$ cat src/logic/clrm_pkg.sv
package clrm_pkg;
   // Bus geometry; the printed offsets are byte addresses
   localparam int ADDR_W = 20;
   localparam logic [19:0] TRIG_OFS = 20'h2000c;
   localparam logic [19:0] DAC_OFS = 20'h20010;
   localparam logic [19:0] FMUX_OFS = 20'h20014;
   localparam logic [19:0] KCA_OFS = 20'h20018;
   localparam logic [19:0] KCB_OFS = 20'h2001c;

   // Trigger routing field positions (lowest bit of each controller group)
   localparam int TRIG_FE0_LSB = 0;
   localparam int TRIG_FE1_LSB = 4;
   localparam int TRIG_FE2_LSB = 8;

   // Setpoint source register field positions
   localparam int DAC_EN_LSB = 0;
   localparam int DAC0_SRC_LSB = 8;
   localparam int DAC1_SRC_LSB = 16;
   localparam int DAC2_SRC_LSB = 24;

   // Filter input select field positions
   localparam int F_IN_LSB = 0;
   localparam int F_PER_LSB = 8;
   localparam int F_FFWD_LSB = 16;
   localparam int F_K_LSB = 24;

   // Constant register field positions
   localparam int K0_LSB = 0;
   localparam int K1_LSB = 16;
   localparam int K2_LSB = 0;
   localparam int KC_W = 14;

   // Setpoint source codes
   localparam logic [2:0] SRC_CPOWER = 3'h3;
   localparam logic [2:0] SRC_FILT0 = 3'h4;

   // Reset values
   localparam logic [1:0] F0_IN_RST = 2'h0;
   localparam logic [1:0] F1_IN_RST = 2'h1;
   localparam logic [1:0] F2_IN_RST = 2'h2;
   localparam logic [13:0] K0_RST = 14'h007d;
   localparam logic [13:0] K1_RST = 14'h0000;
   localparam logic [13:0] K2_RST = 14'h0000;

   // Software visible routing state
   typedef struct packed {
      logic [11:0] trig_en;
      logic [2:0] dac2_setpoint_source;
      logic [2:0] dac1_setpoint_source;
      logic [2:0] dac0_setpoint_source;
      logic [2:0] dac_external_setpoint_enable;
      logic [5:0] filter_constant_select;
      logic [2:0] filter_feedforward_source;
      logic [5:0] filter_period_source;
      logic [5:0] filter_input_source;
      logic [13:0] period_constant_0;
      logic [13:0] period_constant_1;
      logic [13:0] period_constant_2;
   } clrm_regs_t;

   // Whole state of the block
   typedef struct packed {
      clrm_regs_t regs;
      logic ack;
      logic [31:0] rdata;
   } clrm_state_t;
endpackage

$ cat src/logic/clrm_sel_mux.sv
`timescale 1ns/1ps
// Indexed selector; codes at or above N give zero so reserved codes are inert
module clrm_sel_mux #(
   parameter int N = 4,
   parameter int W = 16,
   parameter int SEL_W = 2
) (
   input wire logic [W-1:0] src [N],
   input wire logic [SEL_W-1:0] sel,
   output logic [W-1:0] out
);
   always_comb begin
      out = '0;
      for (int i = 0; i < N; i++) begin
         if (int'(sel) == i) begin
            out = src[i];
         end
      end
   end
endmodule

$ cat src/logic/clrm_trig_gate.sv
`timescale 1ns/1ps
// One front-end trigger: any enabled modulator trigger passes
module clrm_trig_gate #(
   parameter int N = 4
) (
   input wire logic [N-1:0] trig_in,
   input wire logic [N-1:0] enable,
   output logic trig_out
);
   assign trig_out = |(trig_in & enable);
endmodule

$ cat src/logic/clrm_top.sv
`timescale 1ns/1ps
// Operation
// - Bits 11..8 gate triggers of modulators 3..0 into front-end 2.
// - Bits 7..4 gate triggers of modulators 3..0 into front-end 1.
// - Bits 3..0 gate triggers of modulators 3..0 into front-end 0.
// - DAC enable bit set takes select field; clear takes own front-end.
// - DAC 2 field 26..24 picks DAC0, DAC1, power, filters 0..2.
// - DAC 1 field 18..16 picks DAC0, DAC2, power, filters 0..2.
// - DAC 0 field 10..8 picks DAC1, DAC2, power, filters 0..2.
// - Two-bit fields 29..24 route constant 0, 1 or 2 per filter.
// - Bit 18 feeds filter 2 from filter 0, or filter 1 when set.
// - Bit 17 feeds filter 1 from filter 0, or filter 2 when set.
// - Bit 16 feeds filter 0 from filter 1, or filter 2 when set.
// - Fields 13..8 choose modulator period 0..3 for each filter.
// - Fields 5..0 choose front-end data per filter; resets 2, 1, 0.
// - Constant 0 at 13..0, constant 1 at 29..16; constant 0 resets 0x7d.
// - Constant 2 sits in bits 13..0 of its own register.
module clrm_top #(
   parameter int DATA_W = 16,
   parameter int FE_W = 16,
   parameter int PER_W = 18
) (
   input wire logic ref_clk,
   input wire logic srst,
   input wire logic [clrm_pkg::ADDR_W-1:0] avs_address,
   input wire logic avs_read,
   input wire logic avs_write,
   input wire logic [31:0] avs_writedata,
   input wire logic [3:0] avs_byteenable,
   output logic [31:0] avs_readdata,
   output logic avs_waitrequest,
   input wire logic [3:0] pwm_sample_trig,
   output logic [2:0] fe_trig_out,
   input wire logic [DATA_W-1:0] fe_setpoint [3],
   input wire logic [DATA_W-1:0] cpower_out,
   input wire logic [DATA_W-1:0] filter_out [3],
   input wire logic [FE_W-1:0] fe_data [3],
   input wire logic [PER_W-1:0] pwm_period [4],
   output logic [DATA_W-1:0] dac_setpoint [3],
   output logic [FE_W-1:0] filter_fe_data [3],
   output logic [PER_W-1:0] filter_period [3],
   output logic [DATA_W-1:0] filter_ffwd [3],
   output logic [clrm_pkg::KC_W-1:0] filter_kcomp [3]
);
   clrm_pkg::clrm_state_t st_q;
   clrm_pkg::clrm_state_t st_d;
   clrm_pkg::clrm_regs_t rg;
   logic req;
   logic [31:0] cur_word;
   logic [31:0] bmask;
   logic [31:0] new_word;

   assign rg = st_q.regs;
   assign req = avs_read | avs_write;

   // One wait state: the request is decoded, then answered
   assign avs_waitrequest = req & ~st_q.ack;
   assign avs_readdata = st_q.rdata;

   // Byte lane mask for partial writes
   always_comb begin
      for (int b = 0; b < 4; b++) begin
         bmask[8*b +: 8] = {8{avs_byteenable[b]}};
      end
   end

   // Readback packing; bits outside any field stay zero
   always_comb begin
      cur_word = 32'h0000_0000;
      case (avs_address)
         clrm_pkg::TRIG_OFS: begin
            cur_word[11:0] = rg.trig_en;
         end
         clrm_pkg::DAC_OFS: begin
            cur_word[clrm_pkg::DAC_EN_LSB +: 3] =
               rg.dac_external_setpoint_enable;
            cur_word[clrm_pkg::DAC0_SRC_LSB +: 3] = rg.dac0_setpoint_source;
            cur_word[clrm_pkg::DAC1_SRC_LSB +: 3] = rg.dac1_setpoint_source;
            cur_word[clrm_pkg::DAC2_SRC_LSB +: 3] = rg.dac2_setpoint_source;
         end
         clrm_pkg::FMUX_OFS: begin
            cur_word[clrm_pkg::F_IN_LSB +: 6] = rg.filter_input_source;
            cur_word[clrm_pkg::F_PER_LSB +: 6] = rg.filter_period_source;
            cur_word[clrm_pkg::F_FFWD_LSB +: 3] =
               rg.filter_feedforward_source;
            cur_word[clrm_pkg::F_K_LSB +: 6] = rg.filter_constant_select;
         end
         clrm_pkg::KCA_OFS: begin
            cur_word[clrm_pkg::K0_LSB +: 14] = rg.period_constant_0;
            cur_word[clrm_pkg::K1_LSB +: 14] = rg.period_constant_1;
         end
         clrm_pkg::KCB_OFS: begin
            cur_word[clrm_pkg::K2_LSB +: 14] = rg.period_constant_2;
         end
         default: begin
            cur_word = 32'h0000_0000;
         end
      endcase
   end

   assign new_word = (cur_word & ~bmask) | (avs_writedata & bmask);

   // Next state: bus handshake and register writes
   always_comb begin
      st_d = st_q;
      st_d.ack = req & ~st_q.ack;
      if (req & ~st_q.ack) begin
         st_d.rdata = avs_read ? cur_word : 32'h0000_0000;
      end
      // Write lands on the edge where waitrequest is seen low
      if (avs_write & st_q.ack) begin
         case (avs_address)
            clrm_pkg::TRIG_OFS: begin
               st_d.regs.trig_en = new_word[11:0];
            end
            clrm_pkg::DAC_OFS: begin
               st_d.regs.dac_external_setpoint_enable =
                  new_word[clrm_pkg::DAC_EN_LSB +: 3];
               st_d.regs.dac0_setpoint_source =
                  new_word[clrm_pkg::DAC0_SRC_LSB +: 3];
               st_d.regs.dac1_setpoint_source =
                  new_word[clrm_pkg::DAC1_SRC_LSB +: 3];
               st_d.regs.dac2_setpoint_source =
                  new_word[clrm_pkg::DAC2_SRC_LSB +: 3];
            end
            clrm_pkg::FMUX_OFS: begin
               st_d.regs.filter_input_source =
                  new_word[clrm_pkg::F_IN_LSB +: 6];
               st_d.regs.filter_period_source =
                  new_word[clrm_pkg::F_PER_LSB +: 6];
               st_d.regs.filter_feedforward_source =
                  new_word[clrm_pkg::F_FFWD_LSB +: 3];
               st_d.regs.filter_constant_select =
                  new_word[clrm_pkg::F_K_LSB +: 6];
            end
            clrm_pkg::KCA_OFS: begin
               st_d.regs.period_constant_0 = new_word[clrm_pkg::K0_LSB +: 14];
               st_d.regs.period_constant_1 = new_word[clrm_pkg::K1_LSB +: 14];
            end
            clrm_pkg::KCB_OFS: begin
               st_d.regs.period_constant_2 = new_word[clrm_pkg::K2_LSB +: 14];
            end
            default: begin
               st_d.regs = st_q.regs; // Unmapped writes are dropped
            end
         endcase
      end
   end

   // State register with reset values
   always_ff @(posedge ref_clk) begin
      if (srst) begin
         st_q <= '0;
         st_q.regs.filter_input_source <= {clrm_pkg::F2_IN_RST,
            clrm_pkg::F1_IN_RST, clrm_pkg::F0_IN_RST};
         st_q.regs.period_constant_0 <= clrm_pkg::K0_RST;
         st_q.regs.period_constant_1 <= clrm_pkg::K1_RST;
         st_q.regs.period_constant_2 <= clrm_pkg::K2_RST;
      end else begin
         st_q <= st_d;
      end
   end

   // Trigger gating per front-end controller
   clrm_trig_gate #(.N(4)) u_trig0 (
      .trig_in(pwm_sample_trig),
      .enable(rg.trig_en[clrm_pkg::TRIG_FE0_LSB +: 4]),
      .trig_out(fe_trig_out[0])
   );
   clrm_trig_gate #(.N(4)) u_trig1 (
      .trig_in(pwm_sample_trig),
      .enable(rg.trig_en[clrm_pkg::TRIG_FE1_LSB +: 4]),
      .trig_out(fe_trig_out[1])
   );
   clrm_trig_gate #(.N(4)) u_trig2 (
      .trig_in(pwm_sample_trig),
      .enable(rg.trig_en[clrm_pkg::TRIG_FE2_LSB +: 4]),
      .trig_out(fe_trig_out[2])
   );

   // Setpoint sources; a DAC's own code is reserved and gives zero
   logic [DATA_W-1:0] sp_src [3][8];
   logic [2:0] sp_sel [3];
   logic [DATA_W-1:0] sp_mux [3];
   assign sp_sel[0] = rg.dac0_setpoint_source;
   assign sp_sel[1] = rg.dac1_setpoint_source;
   assign sp_sel[2] = rg.dac2_setpoint_source;

   // Loop through the other DACs' own setpoints avoids a routing cycle
   for (genvar n = 0; n < 3; n++) begin : g_dac
      always_comb begin
         for (int k = 0; k < 3; k++) begin
            sp_src[n][k] = (k == n) ? '0 : fe_setpoint[k];
            sp_src[n][k + 4] = filter_out[k];
         end
         sp_src[n][3] = cpower_out;
         sp_src[n][7] = '0;
      end
      clrm_sel_mux #(.N(8), .W(DATA_W), .SEL_W(3)) u_sp (
         .src(sp_src[n]),
         .sel(sp_sel[n]),
         .out(sp_mux[n])
      );
      assign dac_setpoint[n] = rg.dac_external_setpoint_enable[n] ?
         sp_mux[n] : fe_setpoint[n];
   end

   // Filter input routing; front-end code 3 and constant code 3 give zero
   logic [clrm_pkg::KC_W-1:0] kc_src [3];
   assign kc_src[0] = rg.period_constant_0;
   assign kc_src[1] = rg.period_constant_1;
   assign kc_src[2] = rg.period_constant_2;

   for (genvar f = 0; f < 3; f++) begin : g_filt
      clrm_sel_mux #(.N(3), .W(FE_W), .SEL_W(2)) u_fe (
         .src(fe_data),
         .sel(rg.filter_input_source[2*f +: 2]),
         .out(filter_fe_data[f])
      );
      clrm_sel_mux #(.N(4), .W(PER_W), .SEL_W(2)) u_per (
         .src(pwm_period),
         .sel(rg.filter_period_source[2*f +: 2]),
         .out(filter_period[f])
      );
      clrm_sel_mux #(.N(3), .W(clrm_pkg::KC_W), .SEL_W(2)) u_k (
         .src(kc_src),
         .sel(rg.filter_constant_select[2*f +: 2]),
         .out(filter_kcomp[f])
      );
   end

   // Feedforward: each filter picks one of the two others
   assign filter_ffwd[0] = rg.filter_feedforward_source[0] ?
      filter_out[2] : filter_out[1];
   assign filter_ffwd[1] = rg.filter_feedforward_source[1] ?
      filter_out[2] : filter_out[0];
   assign filter_ffwd[2] = rg.filter_feedforward_source[2] ?
      filter_out[1] : filter_out[0];
endmodule

$ cat config.mk
export PLATFORM = sky130hd
export DESIGN_NAME = clrm_top
export DESIGN_NICKNAME = d
export VERILOG_FILES = /design/src/logic/clrm_pkg.sv /design/src/logic/clrm_sel_mux.sv /design/src/logic/clrm_trig_gate.sv /design/src/logic/clrm_top.sv
export SDC_FILE = /design/constraint.sdc
export NUM_CORES = 1
export LEC_CHECK = 0
export CAP_MARGIN = 20
export CORE_AREA = 5 5 217 219
export CTS_BUF_LIST = sky130_fd_sc_hd__clkbuf_16
export DETAILED_ROUTE_END_ITERATION = 10
export DIE_AREA = 0 0 222 224
export DONT_BUFFER_PORTS = 1
export GPL_ROUTABILITY_DRIVEN = 0
export HOLD_SLACK_MARGIN = 0.15
export PLACE_DENSITY = 0.41
export SLEW_MARGIN = 5
export SYNTH_ARGS = -nofsm -noshare
export SYNTH_HDL_FRONTEND = slang
export SYNTH_SLANG_ARGS = --single-unit
export TNS_END_PERCENT = 1
$ cat constraint.sdc
create_clock -name ref_clk -period 2 [get_ports ref_clk]
set_clock_uncertainty 0.15 [all_clocks]
set_input_delay 0.2 -clock ref_clk [delete_from_list [all_inputs] [get_ports ref_clk]]
set_output_delay 0.2 -clock ref_clk [all_outputs]
set_load 0.05 [all_outputs]
==> metrics.yaml, run 1 <==
pwr:
  power_mw: 7.48
  p_seq_share_pct: 30.8
  powerDensity_mw_per_mm2: 405
  ir_drop_uv: 530
  comb_power_share_pct: 26.8
  clock_power_share_pct: 42.4
  leakagePower_nw: 6.53
  internal_power_mw: 5.13
  sw_frac_of_total_pct: 31.4
  p_sw_mw: 2.35
clocking:
  cts_root_buf: "clkbuf_16"
  cts_sinks: 116
  clk_path_buf_depth: 2
  htreeDepth: 4
  clk-insertion-delay-late_ns: 0.41
  cts.clk_slew.worst_paths_ns: 0.05
  numCtsBuffers: 17
  cts_tree: "built"
  hold_buffers: 11
grt:
  grt_usage_pct: 23.8
  grt_pass1_vias: 13800
  gr-total-overflow: 0
  antenna_found_initial: 0
  grt_max_degree: 100
  grt_pass1_wl_mm: 92.5
synth:
  synthCells: 1507
  seq_area_frac_synth_pct: 19.0
  syn_area_per_cell_um2: 8.10
  synth_edf_count: 0
  ys_warn_count: 0
  muxShareOfSynthArea_pct: 29.5
  synthAdderAreaFrac_pct: 0
  ys_seq_elements: 116
  synth_common_cells: "173 x nand2_1, 150 x o21ai_0, 149 x mux2i_1, 116 x dfxtp_1, 113 x clkbuf_1"
  synth_area_leaders: "dfxtp_1 19%, mux2i_1 12%, mux4_2 10%"
  synth_ff_type: "dfxtp_1"
  synth_compound_area_share_pct: 27.1
  yosys.area_share.simple_pct: 16.4
  synth.cell_area_mm2: 0.0122
  yosysMostFrequentCell: "nand2_1"
  ys_types: 60
  synth-xor-area-share_pct: 0
  synth_top_area_share_pct: 19.0
  synth_top_area_cell: "dfxtp_1"
  synthArstFlopShare_pct: 0
  synth_top_family_by_area: "multiplexers"
setup_path:
  cp.required_ns: 1.65
  critPathTopFamily: "compound AO/OA/AOI/OAI gates"
  cp-end-kind: "output port"
  cp_common_cell: "buf_12"
  cp_num_buf_inv: 3
  critPathLaunchType: "register"
  path_max_fanout: 6
  cpPeakStageDelay_ns: 0.38
  path_class: "reg2out"
  worstPathCellList: "buf_12 > buf_8 > mux2_4 > a221oi_2 > a211o_1 > o21ai_2 > buf_12"
  slowest_stage: "dfxtp_4"
  cp.arrival_ns: 2.01
routing:
  first_iter_violations: 945
  finalWirelength_mm: 62.6
  dr.pass1.iters: 5
  wire_per_inst_um: 27.4
  drc: 0
  vias: 13400
  via_per_inst: 5.86
  ant_nets: 0
timing:
  timing.hold.ws_ns: -0.281
  worst_slew_pin_slew_ns: 0.774
  hold_viol: 95
  max_freq_ghz: 0.425
  rsz0062_at_grt: "true"
  timing.final.crit_share_pct: 118
  finalCriticalPeriod_ns: 2.36
  drv_slew: 0
  slew_headroom_pct: 48.4
  setup_viol: 102
  fin_ws_ns: -0.356
floorplan:
  fp.dieH_um: 224
  ioPinCount: 572
  core_area_mm2: 0.0449
  start_util_pct: 27.2
  rows: 78
  dieArea_mm2: 0.0497
  die_w_um: 222
finish:
  antenna_cells: 0
  fillers: 4396
  area_delta_synth_final_pct: 51.2
  final_nets: 1970
  layout-drive-gt1-share_pct: 41.0
outcome:
  violations: "hold timing, setup timing"
  status: "finished, violations left"
worst_hold_path:
  hold_path_class: "in2reg"
place:
  hpwl_mm: 46.6
  pre_cts_ws_ns: -0.198
  port_buffers: 0
job:
  max_cap_viol_count: 0
-- registers in the layout, summed over array words and instances, names as in the netlist --
register and cells:
avs_readdata 28, kc_src 42, rg 45, st_q 1
-- logic make-up (layout without fill, tap and decap cells) --
kind of cell	count (synthesis)	after routing
simple gates	404	404
other cells	1	4
flops	116	116
buf+inv	210	387
mux	281	281
compound gates	495	495
-- what timing repair did --
item	in CTS	in global routing
setup buffers	11	2
hold endpoints to repair	111	107
gates cloned	6	0
gates resized for setup	110	51
endpoints found under the setup margin	125	235
pin swaps	32	17
-- stage by stage --
step | TNS (ns) | util (%) | instance area, µm² | instances
after global routing | -20.36 | 41.1 | 18400 | 2287
after global placement | -6.80 | 37.8 | 17000 | 2226
after floorplan | -24.40 | - | 12900 | 1510
after detailed placement | -6.60 | 37.8 | 17000 | 2226
after CTS | -25.51 | 40.7 | 18300 | 2286
final | -13.27 | 41.1 | 18400 | 2287
-- path summary, 6_finish.rpt --
path	start	endpoint	slack, ns	cells after the start
setup / recovery	rg[69]	dac_setpoint[21]	-0.36	7
hold / removal	srst	rg[80]	-0.28	1
setup reg to reg	st_q[32]	rg[47]	0.16	4
hold reg to reg	avs_readdata[29]	avs_readdata[29]	0.30	2
-- layout by cell type (no fill, tap or decap), drive strengths merged, types with 16 or more instances in the layout --
master	n
o2bb2ai	36
mux4	55
o211ai	48
inv	24
a22o	29
nor2	100
a211o	16
a211oi	16
dfxtp	116
mux2	77
nand2	174
a21oi	73
nand3	23
o21ai	150
a221oi	30
mux2i	149
clkbuf	17
buf	321
o22ai	24
nor3b	25
a21o	23
-- power groups by stage --
stage	logic [mW]	clock network, mW	registers [mW]
floorplan	1.38	0	2.36
global placement	1.93	0	2.36
detailed placement	1.94	0	2.36
CTS	2.00	3.21	2.31
global route	2.07	3.32	2.30
finish	2.00	3.17	2.30
-- metal layers --
metal	GRT usage (%)	part of all wire (%)	wire length, µm
met2	39.7	48	30000
met4	5.95	2.0	1270
met5	0	0	0
met1	30.7	42	26200
met3	6.30	8.2	5110
-- layout make-up --
class / count / area, µm² / share of cell area, %
clock inverters: 15 / 173 / 0.936
flip-flops and latches: 116 / 2360 / 12.8
well taps: 600 / 751 / 4.07
multi-input cells: 1184 / 10000 / 54.2
repair buffers: 332 / 4650 / 25.2
clock buffers: 17 / 425 / 2.31
inverters: 23 / 86.3 / 0.468
-- worst register-to-register path, delay by kind of cell, from the launching register on --
| kind | cells | cell delay, ns |
|---|---|---|
| AND/OR/NAND/NOR | 2 | 0.84 |
| AO/OA/AOI/OAI | 2 | 0.36 |
| flip-flops | 1 | 0.36 |
Note: power is estimated with default switching activity, not from simulation.
==> run 2: changes to the inputs <==
--- a/config.mk
+++ b/config.mk
@@ -7,7 +7,7 @@
 export LEC_CHECK = 0
 export CAP_MARGIN = 20
 export CORE_AREA = 5 5 217 219
-export CTS_BUF_LIST = sky130_fd_sc_hd__clkbuf_16
+export CTS_BUF_LIST = sky130_fd_sc_hd__clkbuf_8
 export DETAILED_ROUTE_END_ITERATION = 10
 export DIE_AREA = 0 0 222 224
 export DONT_BUFFER_PORTS = 1
==> run 2 against run 1 <==
Compared with the run above: the run still ends with hold timing, setup timing left; clock power down 24%; power decreased by 10%; sequential power is essentially flat; sequential share of layout area is 0.14 points higher; fmax is 1.4% lower; non-clock buffer count shrank 2; setup slack lost 0.034 ns; largest power group unchanged; highest routed layer unchanged.
==> metrics.yaml, run 2 (same netlist as run 1, synthesis figures left out) <==
floorplan:
  rows: 78
  fp.dieH_um: 224
  core_area_mm2: 0.0449
  start_util_pct: 27.2
  ioPinCount: 572
  die_w_um: 222
  dieArea_mm2: 0.0497
worst_hold_path:
  hold_path_class: "in2reg"
  holdPathStages: 1
  hold_path_end: "rg[80]"
  min-delay-start: "srst"
timing:
  finalSetupTns_ns: -16.98
  timing.final.crit_share_pct: 120
  max_freq_ghz: 0.418
  setup_viol: 102
  timing.hold.ws_ns: -0.297
  fin_ws_ns: -0.390
  slew_headroom_pct: 40.5
  rsz0062_at_grt: "true"
  hold_viol: 95
  drv_slew: 0
  worst_slew_pin_slew_ns: 0.892
  finalCriticalPeriod_ns: 2.39
clocking:
  hold_buffers: 9
  cts.clk_slew.worst_paths_ns: 0.07
  numCtsBuffers: 17
  cts_tree: "built"
  htreeDepth: 4
  cts_root_buf: "clkbuf_8"
  clk-insertion-delay-late_ns: 0.44
  cts_sinks: 116
  clk_path_buf_depth: 2
pwr:
  ir_drop_uv: 313
  powerDensity_mw_per_mm2: 368
  leakagePower_nw: 6.46
outcome:
  violations: "hold timing, setup timing"
  status: "finished, violations left"
grt:
  antenna_found_initial: 0
  gr-total-overflow: 0
  grt_pass1_wl_mm: 92.4
  grt_usage_pct: 23.8
  grt_pass1_vias: 13800
  grt_max_degree: 100
finish:
  antenna_cells: 0
  final_common_cell: "nand2_1"
  final_design_area_no_fill_mm2: 0.0183
  area_delta_synth_final_pct: 49.9
  layout-drive-gt1-share_pct: 41.8
  final_nets: 1968
  largest_reg_flops: 45
  mostFrequentLayoutCells: "171 x nand2_1, 158 x buf_12, 140 x mux2i_1"
routing:
  first_iter_violations: 963
  vias: 13300
  ant_nets: 0
  via_per_inst: 5.84
  dr.pass1.iters: 5
  finalWirelength_mm: 62.4
  drc: 0
  wire_per_inst_um: 27.3
setup_path:
  reg2reg_depth: 4
  reg2reg_from: "st_q[32]"
  critPathLaunchType: "register"
  timing.rr.end: "rg[47]"
  cp-end-kind: "output port"
  cp.arrival_ns: 2.04
  cp.required_ns: 1.65
  worst-r2r-setup-slack_ns: 0.17
  path_max_fanout: 6
  path_class: "reg2out"
job:
  max_cap_viol_count: 0
place:
  placed_cell_area_mm2: 0.0170
  pre_cts_ws_ns: -0.198
  hpwl_mm: 46.6
  port_buffers: 0
run 2: cell types whose count changed in the layout (fill, tap and decap cells not counted), sizes merged:
cell / before / now
dlygate4sd3: 8 / 6
clkbuf: 17 / 20
dlymetal6s2s: 1 / 2
dlymetal6s4s: 2 / 0
clkinv: 10 / 8
run 2: worst max path at each step:
stage / start / endpoint / slack [ns] / cells past startpoint
2_1_floorplan: rg[45] / filter_fe_data[16] / -0.25 / 3
3_3_place_gp: avs_address[1] / kc_src[35] / -0.24 / 7
3_5_place_dp: avs_address[1] / kc_src[35] / -0.20 / 7
4_1_cts: rg[69] / dac_setpoint[26] / -0.42 / 8
5_1_grt: rg[69] / dac_setpoint[21] / -0.48 / 7
6_report: rg[69] / dac_setpoint[21] / -0.39 / 7
run 2: where the power goes:
part / switching (mW) / total, mW / internal [mW]
Sequential: 0.00144 / 2.30 / 2.30
Combinational: 1.23 / 2.00 / 0.777
Clock: 1.02 / 2.42 / 1.40
Total: 2.25 / 6.73 / 4.48
run 2: per-layer routing:
metal  wire length, µm  vias to the layer above  GRT usage (%)
met2             30100                      664           39.8
met5                 0                        -              0
met1             25900                     6578           30.9
li1                  -                     6028              -
met3              5190                       63           6.29
met4              1170                        0           5.43
run 2: area by class of cell:
| class | count | area, µm² |
|---|---|---|
| multi-input cells | 1184 | 10000 |
| clock buffers | 19 | 262 |
| clock inverters | 13 | 165 |
| well taps | 600 | 751 |
| flip-flops and latches | 116 | 2370 |
| inverters | 23 | 86.3 |
| fillers | 4431 | 26600 |
| repair buffers | 330 | 4640 |
run 2: repair_timing:
action                                 CTS  global route
buffers inserted                        11             2
gates cloned                             6             0
endpoints found under the hold margin  116           110
resized for setup                      119            59
setup endpoints to repair              185           259
pin swaps                               31            17
run 2: through the flow:
step	std cells	hold slack, ns	power (mW)	utilization [%]
after floorplan	1510	0.202	3.74	-
after global placement	2226	0.134	4.30	37.8
after detailed placement	2226	0.134	4.30	37.8
after CTS	2284	-0.343	6.77	40.3
after global routing	2285	-0.348	6.95	40.7
final	2285	-0.297	6.73	40.7
run 2: critical path: stages, from the launching register on:
cell      delay [ns]
dfxtp_4         0.39
buf_12          0.13
buf_8           0.13
mux2_4          0.30
a221oi_2        0.25
a211o_1         0.15
o21ai_2         0.07
buf_12          0.17
==> run 3: changes to the inputs <==
--- a/config.mk
+++ b/config.mk
@@ -6,14 +6,14 @@
 export NUM_CORES = 1
 export LEC_CHECK = 0
 export CAP_MARGIN = 20
-export CORE_AREA = 5 5 217 219
+export CORE_AREA = 2 2 220 222
 export CTS_BUF_LIST = sky130_fd_sc_hd__clkbuf_8
 export DETAILED_ROUTE_END_ITERATION = 10
 export DIE_AREA = 0 0 222 224
 export DONT_BUFFER_PORTS = 1
 export GPL_ROUTABILITY_DRIVEN = 0
 export HOLD_SLACK_MARGIN = 0.15
-export PLACE_DENSITY = 0.41
+export PLACE_DENSITY = 0.39
 export SLEW_MARGIN = 5
 export SYNTH_ARGS = -nofsm -noshare
 export SYNTH_HDL_FRONTEND = slang
==> run 3 against run 2 <==
Compared with the run above: the flow still finishes with violations (hold timing, setup timing); non-clock buffer count fell by 17; sequential cell count did not move; sequential power barely moved; power fell by 0.24%; hold slack got worse by 0.022 ns; largest power group unchanged; cell count barely moved; fmax rose by 1.2%; critical path type unchanged; wire length fell by 1.4%; first-iteration DRC count fell by 0.73%; critical path depth fell by 1.
==> metrics.yaml, run 3 (same netlist as run 1, synthesis figures left out) <==
place:
  hpwl_mm: 45.8
  pre_cts_ws_ns: -0.118
  port_buffers: 0
timing:
  worst_slew_pin_slew_ns: 0.625
  hold_viol: 93
  finalSetupTns_ns: -15.93
  finalCriticalPeriod_ns: 2.36
  timing.hold.ws_ns: -0.320
  slew_headroom_pct: 58.3
  fin_ws_ns: -0.362
  timing.final.crit_share_pct: 118
  max_freq_ghz: 0.423
  rsz0062_at_grt: "true"
  setup_viol: 102
  drv_slew: 0
clocking:
  clk-insertion-delay-late_ns: 0.44
  cts.clk_slew.worst_paths_ns: 0.08
  clk_path_buf_depth: 2
  cts_tree: "built"
  cts_root_buf: "clkbuf_8"
  numCtsBuffers: 17
  htreeDepth: 4
  cts_sinks: 116
setup_path:
  worst-r2r-setup-slack_ns: 0.08
  cp.arrival_ns: 2.01
  cp.required_ns: 1.65
  path_class: "reg2out"
  critPathLaunchType: "register"
  reg2reg_from: "st_q[32]"
  path_max_fanout: 15
  critPathLaunch: "rg[69]"
  timing.rr.end: "kc_src[38]"
  cp-end-kind: "output port"
  reg2reg_depth: 7
pwr:
  power_mw: 6.71
  leakagePower_nw: 6.37
  ir_drop_uv: 342
  powerDensity_mw_per_mm2: 369
finish:
  final_common_cell: "nand2_1"
  largest_reg_flops: 45
  area_delta_synth_final_pct: 49.2
  mostFrequentLayoutCells: "170 x nand2_1, 161 x buf_12, 140 x mux2i_1"
  final_nets: 1951
  layout-drive-gt1-share_pct: 41.7
routing:
  via_per_inst: 5.90
  drc: 0
  first_iter_violations: 956
  wire_per_inst_um: 26.9
  finalWirelength_mm: 61.5
  dr.pass1.iters: 6
  ant_nets: 0
  vias: 13500
floorplan:
  die_w_um: 222
  dieArea_mm2: 0.0497
  ioPinCount: 572
  rows: 80
  core_area_mm2: 0.0473
  start_util_pct: 25.8
  fp.dieH_um: 224
outcome:
  violations: "hold timing, setup timing"
  status: "finished, violations left"
grt:
  grt_max_degree: 100
  antenna_found_initial: 1
  gr-total-overflow: 0
  grt_pass1_wl_mm: 89.4
  grt_usage_pct: 23.5
  grt_pass1_vias: 13300
worst_hold_path:
  min-delay-start: "srst"
  hold_path_end: "rg[80]"
  hold_path_class: "in2reg"
  holdPathStages: 1
job:
  max_cap_viol_count: 0
[run 3: final cells by class]
class | count | area (µm²)
clock buffer | 21 | 289
antenna | 1 | 2.50
fill | 4747 | 29100
timing repair buffer | 313 | 4510
multi-input combinational | 1184 | 10000
inverter | 23 | 86.3
sequential | 116 | 2380
clock inverter | 11 | 149
tap | 615 | 769
[run 3: repair_timing]
item / in CTS / in global routing
gates cloned: 2 / 1
hold buffers: 6 / 4
hold endpoints to repair: 116 / 110
buffers inserted: 10 / 1
endpoints found under the setup margin: 200 / 273
pin swaps: 20 / 10
gates resized for setup: 100 / 67
[run 3: where the power goes]
| group | switching (mW) | total (mW) | internal [mW] | leakage [nW] |
|---|---|---|---|---|
| Combinational | 1.21 | 1.99 | 0.773 | 5.21 |
| Clock | 1.06 | 2.43 | 1.37 | 0.214 |
| Sequential | 0.00112 | 2.29 | 2.29 | 0.949 |
| Total | 2.28 | 6.71 | 4.43 | 6.37 |
[run 3: worst max-delay path by stage]
stage                         endpoint  slack [ns]  cells past startpoint
floorplan           filter_fe_data[16]       -0.25                      3
global placement            kc_src[35]       -0.09                      7
detailed placement              rg[55]       -0.12                      8
CTS                   dac_setpoint[29]       -0.39                      6
global route          dac_setpoint[23]       -0.46                      6
finish                dac_setpoint[29]       -0.36                      6
[run 3: layer usage]
| metal | routed length [µm] | GRT usage, % | vias up |
|---|---|---|---|
| met2 | 30100 | 40.0 | 705 |
| li1 | - | - | 5990 |
| met5 | 0 | 0 | - |
| met4 | 1680 | 7.87 | 0 |
| met1 | 25000 | 29.4 | 6693 |
| met3 | 4660 | 5.13 | 91 |
[run 3: critical path, stage by stage (launching register included)]
cell and delay, ns:
dfxtp_4 0.39, buf_12 0.17, mux2_2 0.36, a221oi_2 0.26, a211o_1 0.14, o21ai_2 0.07
buf_12 0.17
[run 3: metrics by stage]
stage          area (µm²)  utilization, %  hold WS (ns)  std cells
2_1_floorplan       12900               -         0.202       1510
3_3_place_gp        16900            35.7         0.138       2226
3_5_place_dp        16900            35.7         0.135       2226
4_1_cts             17900            37.8        -0.353       2276
5_1_grt             18200            38.4        -0.355       2284
6_report            18200            38.4        -0.320       2284
